===== src/rtl/csp_pkg.sv =====
// Shared constants and types for the clocked serial port
package csp_pkg;
   localparam int AXI_ADDR_W = 8;
   localparam int AXI_DATA_W = 32;

   // Register indices; byte address is four times the index
   localparam logic [5:0] IDX_PIN_FUNC = 6'h04;
   localparam logic [5:0] IDX_CTL_A = 6'h05;
   localparam logic [5:0] IDX_SHIFT_LOW = 6'h06;
   localparam logic [5:0] IDX_SHIFT_HIGH = 6'h07;
   localparam logic [5:0] IDX_MISC = 6'h0C;
   localparam logic [5:0] IDX_CTL_B = 6'h28;
   localparam logic [5:0] IDX_IRQ_STAT = 6'h30;
   localparam logic [5:0] IDX_IRQ_MASK = 6'h31;
   localparam logic [5:0] IDX_START = 6'h32;
   localparam logic [5:0] IDX_STATUS = 6'h33;

   localparam logic [1:0] RESP_OKAY = 2'h0;
   localparam logic [1:0] RESP_SLVERR = 2'h2;

   // Field positions
   localparam int CTLA_INT_CLK = 3;
   localparam int CTLB_RANGE = 0;
   localparam int CTLB_IDLE = 1;
   localparam int IRQ_SERIAL = 2;
   localparam int START_GO = 0;
   localparam logic [3:0] IRQ_SERIAL_SET = 4'h4;

   // Reset values
   localparam logic [3:0] RST_PIN_FUNC = 4'h0;
   localparam logic [3:0] RST_CTL_A = 4'h0;
   localparam logic [3:0] RST_MISC = 4'h0;
   localparam logic [3:0] RST_IRQ = 4'h0;
   localparam logic [7:0] RST_SHIFT = 8'h00;
   localparam logic RST_RANGE = 1'b0;
   localparam logic RST_IDLE_LEVEL = 1'b1;

   // Pin function modes with internal clock
   localparam logic [1:0] MODE_CONT = 2'h0;
   localparam logic [1:0] MODE_TX = 2'h1;
   localparam logic [1:0] MODE_RX = 2'h2;
   localparam logic [1:0] MODE_TXRX = 2'h3;

   localparam logic [2:0] CNT_ZERO = 3'h0;
   localparam logic [2:0] CNT_LAST = 3'h7;

   // Prescaler: half period is 2**exp instruction cycles
   localparam logic [2:0] SEL_LAST_PRE = 3'h5;
   localparam logic [3:0] PRE_HALF_TOP = 4'hB;
   localparam logic [3:0] SYS_HALF_EXP = 4'h0;
   localparam int PRE_CNT_W = 13;

   typedef enum logic [1:0] {
      ST_IDLE = 2'b00,
      ST_WAIT = 2'b01,
      ST_XFER = 2'b10,
      ST_CONT = 2'b11
   } csp_state_t;

   typedef struct packed {
      logic rise;
      logic fall;
   } csp_sck_evt_t;
endpackage


===== src/rtl/csp_sync.sv =====
// Two-flop synchroniser for pin inputs
`timescale 1ns/1ps
`default_nettype none
module csp_sync #(
   parameter int WIDTH = 1,
   parameter logic [WIDTH-1:0] RST_VAL = '0
) (
   input wire logic mclk,
   input wire logic rst_b,
   input wire logic ce,
   input wire logic [WIDTH-1:0] din,
   output logic [WIDTH-1:0] dout
);
   logic [WIDTH-1:0] meta_reg;

   always_ff @(posedge mclk or negedge rst_b) begin
      if (!rst_b) begin
         meta_reg <= RST_VAL;
         dout <= RST_VAL;
      end else if (ce) begin
         meta_reg <= din;
         dout <= meta_reg;
      end
   end
endmodule
`default_nettype wire


===== src/rtl/csp_prescaler.sv =====
// Internal shift clock generator: prescaler or system clock
`timescale 1ns/1ps
`default_nettype none
module csp_prescaler (
   input wire logic mclk,
   input wire logic rst_b,
   input wire logic ce,
   input wire logic run,
   input wire logic [2:0] sel,
   input wire logic range,
   output csp_pkg::csp_sck_evt_t evt,
   output logic level
);
   logic [csp_pkg::PRE_CNT_W-1:0] cnt_reg;
   logic level_reg;

   // Selectors above the prescaler codes pick the system clock
   wire logic [3:0] halfExp = (sel > csp_pkg::SEL_LAST_PRE) ?
      csp_pkg::SYS_HALF_EXP :
      csp_pkg::PRE_HALF_TOP - {sel, 1'b0} + {3'h0, range};
   wire logic [csp_pkg::PRE_CNT_W-1:0] halfLast =
      (13'h0001 << halfExp) - 13'h0001;
   // >= so that a shortened ratio never waits for a wrap
   wire logic tick = run && (cnt_reg >= halfLast);

   assign evt = '{rise: tick & ~level_reg, fall: tick & level_reg};
   assign level = level_reg;

   always_ff @(posedge mclk or negedge rst_b) begin
      if (!rst_b) begin
         cnt_reg <= 13'h0000;
         level_reg <= 1'b1;
      end else if (ce) begin
         if (!run) begin
            cnt_reg <= 13'h0000;
            level_reg <= 1'b1;
         end else if (tick) begin
            cnt_reg <= 13'h0000;
            level_reg <= ~level_reg;
         end else begin
            cnt_reg <= cnt_reg + 13'h0001;
         end
      end
   end
endmodule
`default_nettype wire


===== src/rtl/csp_serial_port.sv =====
// Clocked 8-bit serial port with AXI4-Lite register slave
//
// The AXI4-Lite interface to the registers is this design's own decision.
`timescale 1ns/1ps
`default_nettype none
// Contract
// One 8-bit word moves per transfer through the shift register.
// Shift clock comes from clock pin, prescaler or system clock.
// Any write to control A initialises the port.
// Control A picks clock pin role; pin function picks data pins.
// Clock source chosen by control A and control B together.
// Shift register writes load, reads return; shifts once per clock.
// Data out level undefined until first bit or idle level setting.
// Start command activates port and clears the counter.
// Counter increments on each rising shift clock edge in transfer.
// Eighth clock or abort clears counter, sets flag, stops transfer.
// Prescaler clock period spans 4 to 8192 instruction cycles.
// Internal clock: modes continuous, transmit only, receive only.
// Software sets data out level while port is idle.
// Send LSB first on falling edge, sample LSB first on rising.
// Control A write stops shifting, clears counter, flags if busy.
// Pin function code 11 gives combined transmit and receive.
// Internal clock stops after eight clocks of a transfer.
// Three-bit counter wraps 111 to 000 marking end of transfer.
// External clock gives eight pulses per transfer, idles high.
module csp_serial_port (
   input wire logic mclk,
   input wire logic rst_b,
   input wire logic ce,
   input wire logic [7:0] s_axi_awaddr,
   input wire logic s_axi_awvalid,
   output logic s_axi_awready,
   input wire logic [31:0] s_axi_wdata,
   input wire logic [3:0] s_axi_wstrb,
   input wire logic s_axi_wvalid,
   output logic s_axi_wready,
   output logic [1:0] s_axi_bresp,
   output logic s_axi_bvalid,
   input wire logic s_axi_bready,
   input wire logic [7:0] s_axi_araddr,
   input wire logic s_axi_arvalid,
   output logic s_axi_arready,
   output logic [31:0] s_axi_rdata,
   output logic [1:0] s_axi_rresp,
   output logic s_axi_rvalid,
   input wire logic s_axi_rready,
   input wire logic shiftClockIn,
   output logic shiftClockOut,
   output logic shiftClockOe_b,
   input wire logic serialIn,
   output logic serialOut,
   output logic serialOutOe_b,
   output logic irq
);
   logic awFree_reg, wFree_reg, arFree_reg;
   logic [7:0] awAddr_reg, shift_reg;
   logic [31:0] wData_reg, rdVal;
   logic [3:0] wStrb_reg;
   logic [3:0] pinFunc_reg, ctlA_reg, misc_reg, irqStat_reg, irqMask_reg;
   logic range_reg, idleLevel_reg, sckPrev_reg, preLevel, rdOk;
   logic [2:0] cnt_reg, cnt_next;
   csp_pkg::csp_state_t state_reg, state_next;
   logic [1:0] pinSync;
   csp_pkg::csp_sck_evt_t preEvt;

   // Clock pin idles high, so the synchroniser resets high as well
   csp_sync #(.WIDTH(2), .RST_VAL(2'h3)) u_pin_sync (
      .mclk(mclk),
      .rst_b(rst_b),
      .ce(ce),
      .din({shiftClockIn, serialIn}),
      .dout(pinSync)
   );
   wire logic sckSync = pinSync[1];
   wire logic siSync = pinSync[0];

   // Bus decode
   wire logic [5:0] wIdx = awAddr_reg[7:2];
   wire logic [5:0] rIdx = s_axi_araddr[7:2];
   wire logic [3:0] wNib = wData_reg[3:0];
   wire logic awTake = s_axi_awvalid & awFree_reg;
   wire logic wTake = s_axi_wvalid & wFree_reg;
   wire logic arTake = s_axi_arvalid & arFree_reg;
   wire logic doWrite = ~awFree_reg & ~wFree_reg & ~s_axi_bvalid;
   wire logic wrEn = doWrite & wStrb_reg[0];
   wire logic wrPin = wrEn && (wIdx == csp_pkg::IDX_PIN_FUNC);
   wire logic wrCtlA = wrEn && (wIdx == csp_pkg::IDX_CTL_A);
   wire logic wrLow = wrEn && (wIdx == csp_pkg::IDX_SHIFT_LOW);
   wire logic wrHigh = wrEn && (wIdx == csp_pkg::IDX_SHIFT_HIGH);
   wire logic wrMisc = wrEn && (wIdx == csp_pkg::IDX_MISC);
   wire logic wrCtlB = wrEn && (wIdx == csp_pkg::IDX_CTL_B);
   wire logic wrStat = wrEn && (wIdx == csp_pkg::IDX_IRQ_STAT);
   wire logic wrMask = wrEn && (wIdx == csp_pkg::IDX_IRQ_MASK);
   wire logic wrStart = wrEn && (wIdx == csp_pkg::IDX_START);
   wire logic wMapped = wIdx inside {csp_pkg::IDX_PIN_FUNC, csp_pkg::IDX_CTL_A,
      csp_pkg::IDX_SHIFT_LOW, csp_pkg::IDX_SHIFT_HIGH, csp_pkg::IDX_MISC,
      csp_pkg::IDX_CTL_B, csp_pkg::IDX_IRQ_STAT, csp_pkg::IDX_IRQ_MASK,
      csp_pkg::IDX_START, csp_pkg::IDX_STATUS};

   // Shift clock source and mode
   wire logic intClk = ctlA_reg[csp_pkg::CTLA_INT_CLK];
   wire logic active = state_reg != csp_pkg::ST_IDLE;
   wire logic [1:0] mode = pinFunc_reg[1:0];
   wire logic txEn = (mode == csp_pkg::MODE_TX) ||
      (mode == csp_pkg::MODE_TXRX); // see
   wire logic rxEn = (mode == csp_pkg::MODE_RX) ||
      (mode == csp_pkg::MODE_TXRX); // see
   wire logic contMode = intClk && (mode == csp_pkg::MODE_CONT);

   csp_prescaler u_prescaler (
      .mclk(mclk),
      .rst_b(rst_b),
      .ce(ce),
      .run(intClk & active),
      .sel(ctlA_reg[2:0]), // see
      .range(range_reg),
      .evt(preEvt),
      .level(preLevel)
   );

   wire logic extRise = sckSync & ~sckPrev_reg;
   wire logic extFall = ~sckSync & sckPrev_reg;
   wire logic sckRise = intClk ? preEvt.rise : extRise;
   wire logic sckFall = intClk ? preEvt.fall : extFall;

   wire logic inXfer = state_reg == csp_pkg::ST_XFER;
   wire logic stsCmd = wrStart & wNib[csp_pkg::START_GO];
   wire logic stsTake = stsCmd && (state_reg != csp_pkg::ST_CONT);
   wire logic lastRise = inXfer && sckRise && (cnt_reg == csp_pkg::CNT_LAST);
   wire logic firstFall = (state_reg == csp_pkg::ST_WAIT) && sckFall &&
      !contMode;
   wire logic shiftOut = (firstFall | (inXfer & sckFall)) & txEn;
   wire logic shiftIn = inXfer & sckRise;
   wire logic abortXfer = inXfer & (wrCtlA | stsTake);
   wire logic serialEvt = lastRise | abortXfer;
   wire logic ctlBOpen = wrCtlB & ~inXfer;
   wire logic idleLoad = ctlBOpen && (state_reg == csp_pkg::ST_IDLE);
   wire logic [3:0] irqClr = wrStat ? wNib : 4'h0;
   wire logic [3:0] irqSet = serialEvt ? csp_pkg::IRQ_SERIAL_SET : 4'h0;
   // Set wins over a clear landing in the same cycle
   wire logic [3:0] irqStatNext = (irqStat_reg & ~irqClr) | irqSet;

   always_comb begin
      state_next = state_reg;
      if (wrCtlA) begin
         state_next = csp_pkg::ST_IDLE;
      end else if (stsTake) begin
         state_next = csp_pkg::ST_WAIT;
      end else begin
         unique case (state_reg)
            csp_pkg::ST_IDLE: state_next = csp_pkg::ST_IDLE;
            csp_pkg::ST_WAIT: begin
               if (sckFall) begin
                  state_next = contMode ? csp_pkg::ST_CONT :
                     csp_pkg::ST_XFER;
               end
            end
            csp_pkg::ST_XFER: begin
               // Internal clock ends idle; external waits for more
               if (lastRise) begin
                  state_next = intClk ? csp_pkg::ST_IDLE :
                     csp_pkg::ST_WAIT;
               end
            end
            csp_pkg::ST_CONT: state_next = csp_pkg::ST_CONT;
         endcase
      end
   end

   always_comb begin
      cnt_next = cnt_reg;
      if (wrCtlA | stsTake) begin
         cnt_next = csp_pkg::CNT_ZERO; // see
      end else if (shiftIn) begin
         cnt_next = cnt_reg + 3'h1; // see
      end
   end

   always_comb begin
      rdOk = 1'b1;
      unique case (rIdx)
         csp_pkg::IDX_PIN_FUNC: rdVal = {28'h0, pinFunc_reg};
         csp_pkg::IDX_SHIFT_LOW: rdVal = {28'h0, shift_reg[3:0]};
         csp_pkg::IDX_SHIFT_HIGH: rdVal = {28'h0, shift_reg[7:4]};
         csp_pkg::IDX_MISC: rdVal = {28'h0, misc_reg};
         csp_pkg::IDX_IRQ_STAT: rdVal = {28'h0, irqStat_reg};
         csp_pkg::IDX_IRQ_MASK: rdVal = {28'h0, irqMask_reg};
         csp_pkg::IDX_STATUS: rdVal = {27'h0, state_reg, cnt_reg};
         csp_pkg::IDX_CTL_A, csp_pkg::IDX_CTL_B, csp_pkg::IDX_START: begin
            rdVal = 32'h0;
         end
         default: begin
            rdVal = 32'h0;
            rdOk = 1'b0;
         end
      endcase
   end

   // Write channels
   always_ff @(posedge mclk or negedge rst_b) begin
      if (!rst_b) begin
         awFree_reg <= 1'b1;
         wFree_reg <= 1'b1;
         awAddr_reg <= 8'h00;
         wData_reg <= 32'h0;
         wStrb_reg <= 4'h0;
         s_axi_bvalid <= 1'b0;
         s_axi_bresp <= csp_pkg::RESP_OKAY;
      end else if (ce) begin
         if (awTake) begin
            awFree_reg <= 1'b0;
            awAddr_reg <= s_axi_awaddr;
         end else if (doWrite) begin
            awFree_reg <= 1'b1;
         end
         if (wTake) begin
            wFree_reg <= 1'b0;
            wData_reg <= s_axi_wdata;
            wStrb_reg <= s_axi_wstrb;
         end else if (doWrite) begin
            wFree_reg <= 1'b1;
         end
         if (doWrite) begin
            s_axi_bvalid <= 1'b1;
            s_axi_bresp <= wMapped ? csp_pkg::RESP_OKAY : csp_pkg::RESP_SLVERR;
         end else if (s_axi_bready) begin
            s_axi_bvalid <= 1'b0;
         end
      end
   end
   assign s_axi_awready = awFree_reg;
   assign s_axi_wready = wFree_reg;
   assign s_axi_arready = arFree_reg;

   // Read channel, one cycle from address to data
   always_ff @(posedge mclk or negedge rst_b) begin
      if (!rst_b) begin
         arFree_reg <= 1'b1;
         s_axi_rvalid <= 1'b0;
         s_axi_rdata <= 32'h0;
         s_axi_rresp <= csp_pkg::RESP_OKAY;
      end else if (ce) begin
         if (arTake) begin
            arFree_reg <= 1'b0;
            s_axi_rvalid <= 1'b1;
            s_axi_rdata <= rdVal;
            s_axi_rresp <= rdOk ? csp_pkg::RESP_OKAY : csp_pkg::RESP_SLVERR;
         end else if (s_axi_rvalid & s_axi_rready) begin
            arFree_reg <= 1'b1;
            s_axi_rvalid <= 1'b0;
         end
      end
   end

   // Configuration; control B is refused during a transfer
   always_ff @(posedge mclk or negedge rst_b) begin
      if (!rst_b) begin
         pinFunc_reg <= csp_pkg::RST_PIN_FUNC;
         ctlA_reg <= csp_pkg::RST_CTL_A;
         misc_reg <= csp_pkg::RST_MISC;
         irqMask_reg <= csp_pkg::RST_IRQ;
         range_reg <= csp_pkg::RST_RANGE;
         idleLevel_reg <= csp_pkg::RST_IDLE_LEVEL;
      end else if (ce) begin
         if (wrPin) pinFunc_reg <= wNib;
         if (wrCtlA) ctlA_reg <= wNib; // see
         if (wrMisc) misc_reg <= wNib;
         if (wrMask) irqMask_reg <= wNib;
         if (ctlBOpen) begin
            range_reg <= wNib[csp_pkg::CTLB_RANGE];
            idleLevel_reg <= wNib[csp_pkg::CTLB_IDLE];
         end
      end
   end

   // Transfer engine
   always_ff @(posedge mclk or negedge rst_b) begin
      if (!rst_b) begin
         state_reg <= csp_pkg::ST_IDLE;
         cnt_reg <= csp_pkg::CNT_ZERO;
         sckPrev_reg <= 1'b1;
         irqStat_reg <= csp_pkg::RST_IRQ;
      end else if (ce) begin
         state_reg <= state_next;
         cnt_reg <= cnt_next;
         sckPrev_reg <= sckSync;
         irqStat_reg <= irqStatNext;
      end
   end

   // Bus load beats a shift in the same cycle
   always_ff @(posedge mclk or negedge rst_b) begin
      if (!rst_b) begin
         shift_reg <= csp_pkg::RST_SHIFT;
      end else if (ce) begin
         if (wrLow) shift_reg[3:0] <= wNib;
         else if (wrHigh) shift_reg[7:4] <= wNib;
         else if (shiftIn) shift_reg <= {rxEn ? siSync : shift_reg[0],
            shift_reg[7:1]}; // see see
      end
   end

   // Pin drivers
   always_ff @(posedge mclk or negedge rst_b) begin
      if (!rst_b) begin
         serialOut <= csp_pkg::RST_IDLE_LEVEL;
         serialOutOe_b <= 1'b1;
         shiftClockOut <= 1'b1;
         shiftClockOe_b <= 1'b1;
         irq <= 1'b0;
      end else if (ce) begin
         if (idleLoad) serialOut <= wNib[csp_pkg::CTLB_IDLE];
         else if (shiftOut) serialOut <= shift_reg[0];
         serialOutOe_b <= ~txEn;
         shiftClockOut <= intClk ? preLevel : 1'b1;
         shiftClockOe_b <= ~intClk;
         irq <= |(irqStat_reg & ~irqMask_reg);
      end
   end
endmodule
`default_nettype wire


===== config.mk =====
export PLATFORM = sky130hd
export DESIGN_NAME = csp_serial_port
export DESIGN_NICKNAME = d
export VERILOG_FILES = /design/src/rtl/csp_pkg.sv /design/src/rtl/csp_sync.sv /design/src/rtl/csp_prescaler.sv /design/src/rtl/csp_serial_port.sv
export SDC_FILE = /design/constraint.sdc
export NUM_CORES = 1
export LEC_CHECK = 0
export ABC_CLOCK_PERIOD_IN_PS = 4500
export BUFFER_PORTS_ARGS = -buffer_cell sky130_fd_sc_hd__buf_4
export CORE_MARGIN = 4
export CORE_UTILIZATION = 30
export CTS_CLUSTER_SIZE = 16
export DETAILED_ROUTE_END_ITERATION = 12
export PLACE_DENSITY_LB_ADDON = 0.25
export SLEW_MARGIN = 20
export SYNTH_ARGS = -nofsm -noshare
export SYNTH_HDL_FRONTEND = slang
export SYNTH_SLANG_ARGS = --single-unit

===== constraint.sdc =====
create_clock -name mclk -period 4.5 [get_ports mclk]
set_input_delay 0.9 -clock mclk [delete_from_list [all_inputs] [get_ports mclk]]
set_output_delay 0.9 -clock mclk [all_outputs]
set_load 0.02 [all_outputs]

==> results.json <==
{
  "dpl.cell_count": 764,
  "fin_crit_sh_pct": 90.02,
  "drt_pass1_iterations": 4,
  "first_global_vias": 3877,
  "cts_hold_buffers": 0,
  "io_buffers": 43,
  "start_kind": "flip-flop",
  "htree_levels": 3,
  "fin_nets": 639,
  "min_path_type": "reg -> reg",
  "setup_viol": 0,
  "drive_gt1_share_pct": 22.56,
  "insertion_delay_ns": 0.35,
  "mostFrequentLayoutCell": "dfrtp_1",
  "ys_ff_latch": 81,
  "max-cap-violations": 0,
  "die-area_sq_um": 18740,
  "largest_reg_flops": 13,
  "gr-total-overflow": 0,
  "synth_area_sq_um": 4985,
  "synth-edff-count": 0,
  "postSynthAreaPerCell_sq_um": 9.477,
  "yosysUniqueCellTypes": 66,
  "power.leakage_uw": 0.002575,
  "fmax_mhz": 246.9,
  "cts_root_buffer": "clkbuf_16",
  "ys_seq_area_share_pct": 40.99,
  "initial_utilization_pct": 31.04,
  "cts_buffer_depth": 2,
  "arrival_ns": 4.28,
  "tns_ns": 0,
  "grt_pass1_wl_mm": 19.59,
  "rows": 46,
  "grt_max_degree": 82,
  "num_antenna_cells": 0,
  "area_growth_pct": 14.08,
  "rsz0062_at_grt": "no",
  "async_reset_ff_share_pct": 100.0,
  "routed_wl_mm": 11.89,
  "relSlewSlack_pct": 42.72,
  "antenna_found_initial": 0,
  "syn_inst": 526,
  "drt_iter0_drc": 325,
  "postRouteAntennaNets": 0,
  "track_usage_pct": 13.34,
  "viasPerCell": 5.004,
  "tightest_slew_ns": 0.8527,
  "tritoncts": "yes",
  "via_count": 3898,
  "die_w_microns": 136.9,
  "crit_type": "reg -> reg",
  "post-route-drc-count": 0,
  "core_region_area_sq_um": 16060,
  "end_kind": "flip-flop",
  "p_per_area_nw_per_um2": 438.8,
  "skew_ns": 0.007681,
  "cts_sinks": 81,
  "yosysWarnings": 0,
  "synth_ff_type": "dfrtp_1",
  "final_cell_mix": "dfrtp_1, nand2_1, buf_4, nor2_1, mux2_2",
  "critical_path.max_fanout": 10,
  "dieHeight_microns": 136.9,
  "hold_viol": 0,
  "num_io_pins": 108,
  "status": "completed",
  "peakVddDrop_mv": 0.2619,
  "maxSlewViolCount": 0,
  "wl_per_cell_microns": 15.26,
  "final_cells": 779,
  "totalPowerFinal_uw": 2495,
  "numCtsBuffers": 9,
  "place_congestion": 0.8290,
  "cts.clk_slew.worst_paths_ns": 0.06,
  "dp_hpwl_mm": 8.670,
  "post-route-min-period_ns": 4.051,
  "required_ns": 4.73
}
[where the power goes]
| part | internal (uW) | switching [uW] | total [uW] |
|---|---|---|---|
| sequential | 889 | 230 | 1120 |
| clock | 443 | 300 | 743 |
| combinational | 306 | 327 | 633 |
[cells in the mapped netlist (11+ instances only)]
library cell  instances  area [sq um]
dfrtp_1              68          1702
nand2_1              63         236.5
nor2_1               39         146.4
mux2_2               37         416.7
nand3_1              35         175.2
buf_4                31         232.7
a21oi_1              22         110.1
ha_1                 18         225.2
inv_1                17         63.81
o21ai_0              16         80.08
clkbuf_1             14         52.55
dfstp_2              13         341.6
nor2b_1              11         68.82
[critical path, cell delays in order (launching register included)]
cell and delay (ns):
dfrtp_1 0.46, ha_2 0.46, nand2b_1 0.19, a21oi_1 0.05
a21oi_1 0.20, ha_1 0.32, o211ai_1 0.12, mux2i_1 0.16
a32oi_1 0.08, ha_1 0.33, and4_1 0.20, nand2_1 0.08
or3_1 0.50, a21oi_4 0.36, o31ai_2 0.13, mux2_4 0.28
[through the flow]
| step | worst slack, ns | hold slack, ns | cell area, sq um | util [%] |
|---|---|---|---|---|
| after global placement | 0.4381 | 0.4677 | 5379 | 33.50 |
| after detailed placement | 0.3621 | 0.4779 | 5379 | 33.50 |
| after floorplan | 0.8653 | 0.4681 | 5090 | - |
| final | 0.4493 | 0.4862 | 5687 | 35.41 |
| after global routing | 0.1037 | 0.5100 | 5687 | 35.41 |
| after CTS | 0.3335 | 0.4912 | 5675 | 35.34 |
[layer usage]
layer	part of all wire, %	wire length (microns)	up-vias	global-route usage (%)
li1	-	-	1898	-
met1	45	5391	1893	16.77
met2	47	5648	93	22.07
met3	6.0	712	14	4.191
met4	1.2	139	0	3.825
met5	0	0	-	0
[logic make-up (layout without fill, tap and decap cells)]
logic type                 Yosys count  count (layout)  synth area share [%]
xor gates and xnor gates            14              14                 2.460
DFF                                 81              81                 40.99
buffers and inverters               68              77                 7.681
muxes                               45              45                 10.07
and+or+nand+nor                    204             204                 20.71
other                                1              29               0.07523
adders and majority gates           18              18                 4.518
AOI/OAI and AO/OA                   95              95                 13.50
[worst paths after layout]
| check | from | endpoint | slack (ns) | cells past startpoint |
|---|---|---|---|---|
| max | range_reg$_DFFE_PN0P_ | cnt_reg[0]$_DFFE_PN0P_ | 0.45 | 15 |
| min | shiftClockOut$_DFFE_PN1P_ | shiftClockOut$_DFFE_PN1P_ | 0.49 | 2 |
| max reg2reg | range_reg$_DFFE_PN0P_ | cnt_reg[0]$_DFFE_PN0P_ | 0.45 | 15 |
| min reg2reg | shiftClockOut$_DFFE_PN1P_ | shiftClockOut$_DFFE_PN1P_ | 0.49 | 2 |
| max in group asynchronous | rst_b | s_axi_rresp[1]$_DFFE_PN0P_ | 3.37 | 1 |
| min in group asynchronous | rst_b | s_axi_bvalid$_DFFE_PN0P_ | 0.60 | 1 |
[area by class of cell]
| class | count | area [sq um] |
|---|---|---|
| Clock buffer | 11 | 242.7 |
| Timing Repair Buffer | 45 | 341.6 |
| Inverter | 17 | 63.81 |
| Fill cell | 1653 | 10370 |
| Clock inverter | 4 | 53.80 |
| Multi-Input combinational cell | 405 | 2671 |
| Sequential cell | 81 | 2043 |
| Tap cell | 216 | 270.3 |
[repair_timing]
item | in CTS | in global routing
setup endpoints to repair | 0 | 12
buffers inserted | 0 | 0
gates resized for setup | 0 | 2
(Power assumes the default switching activity.)
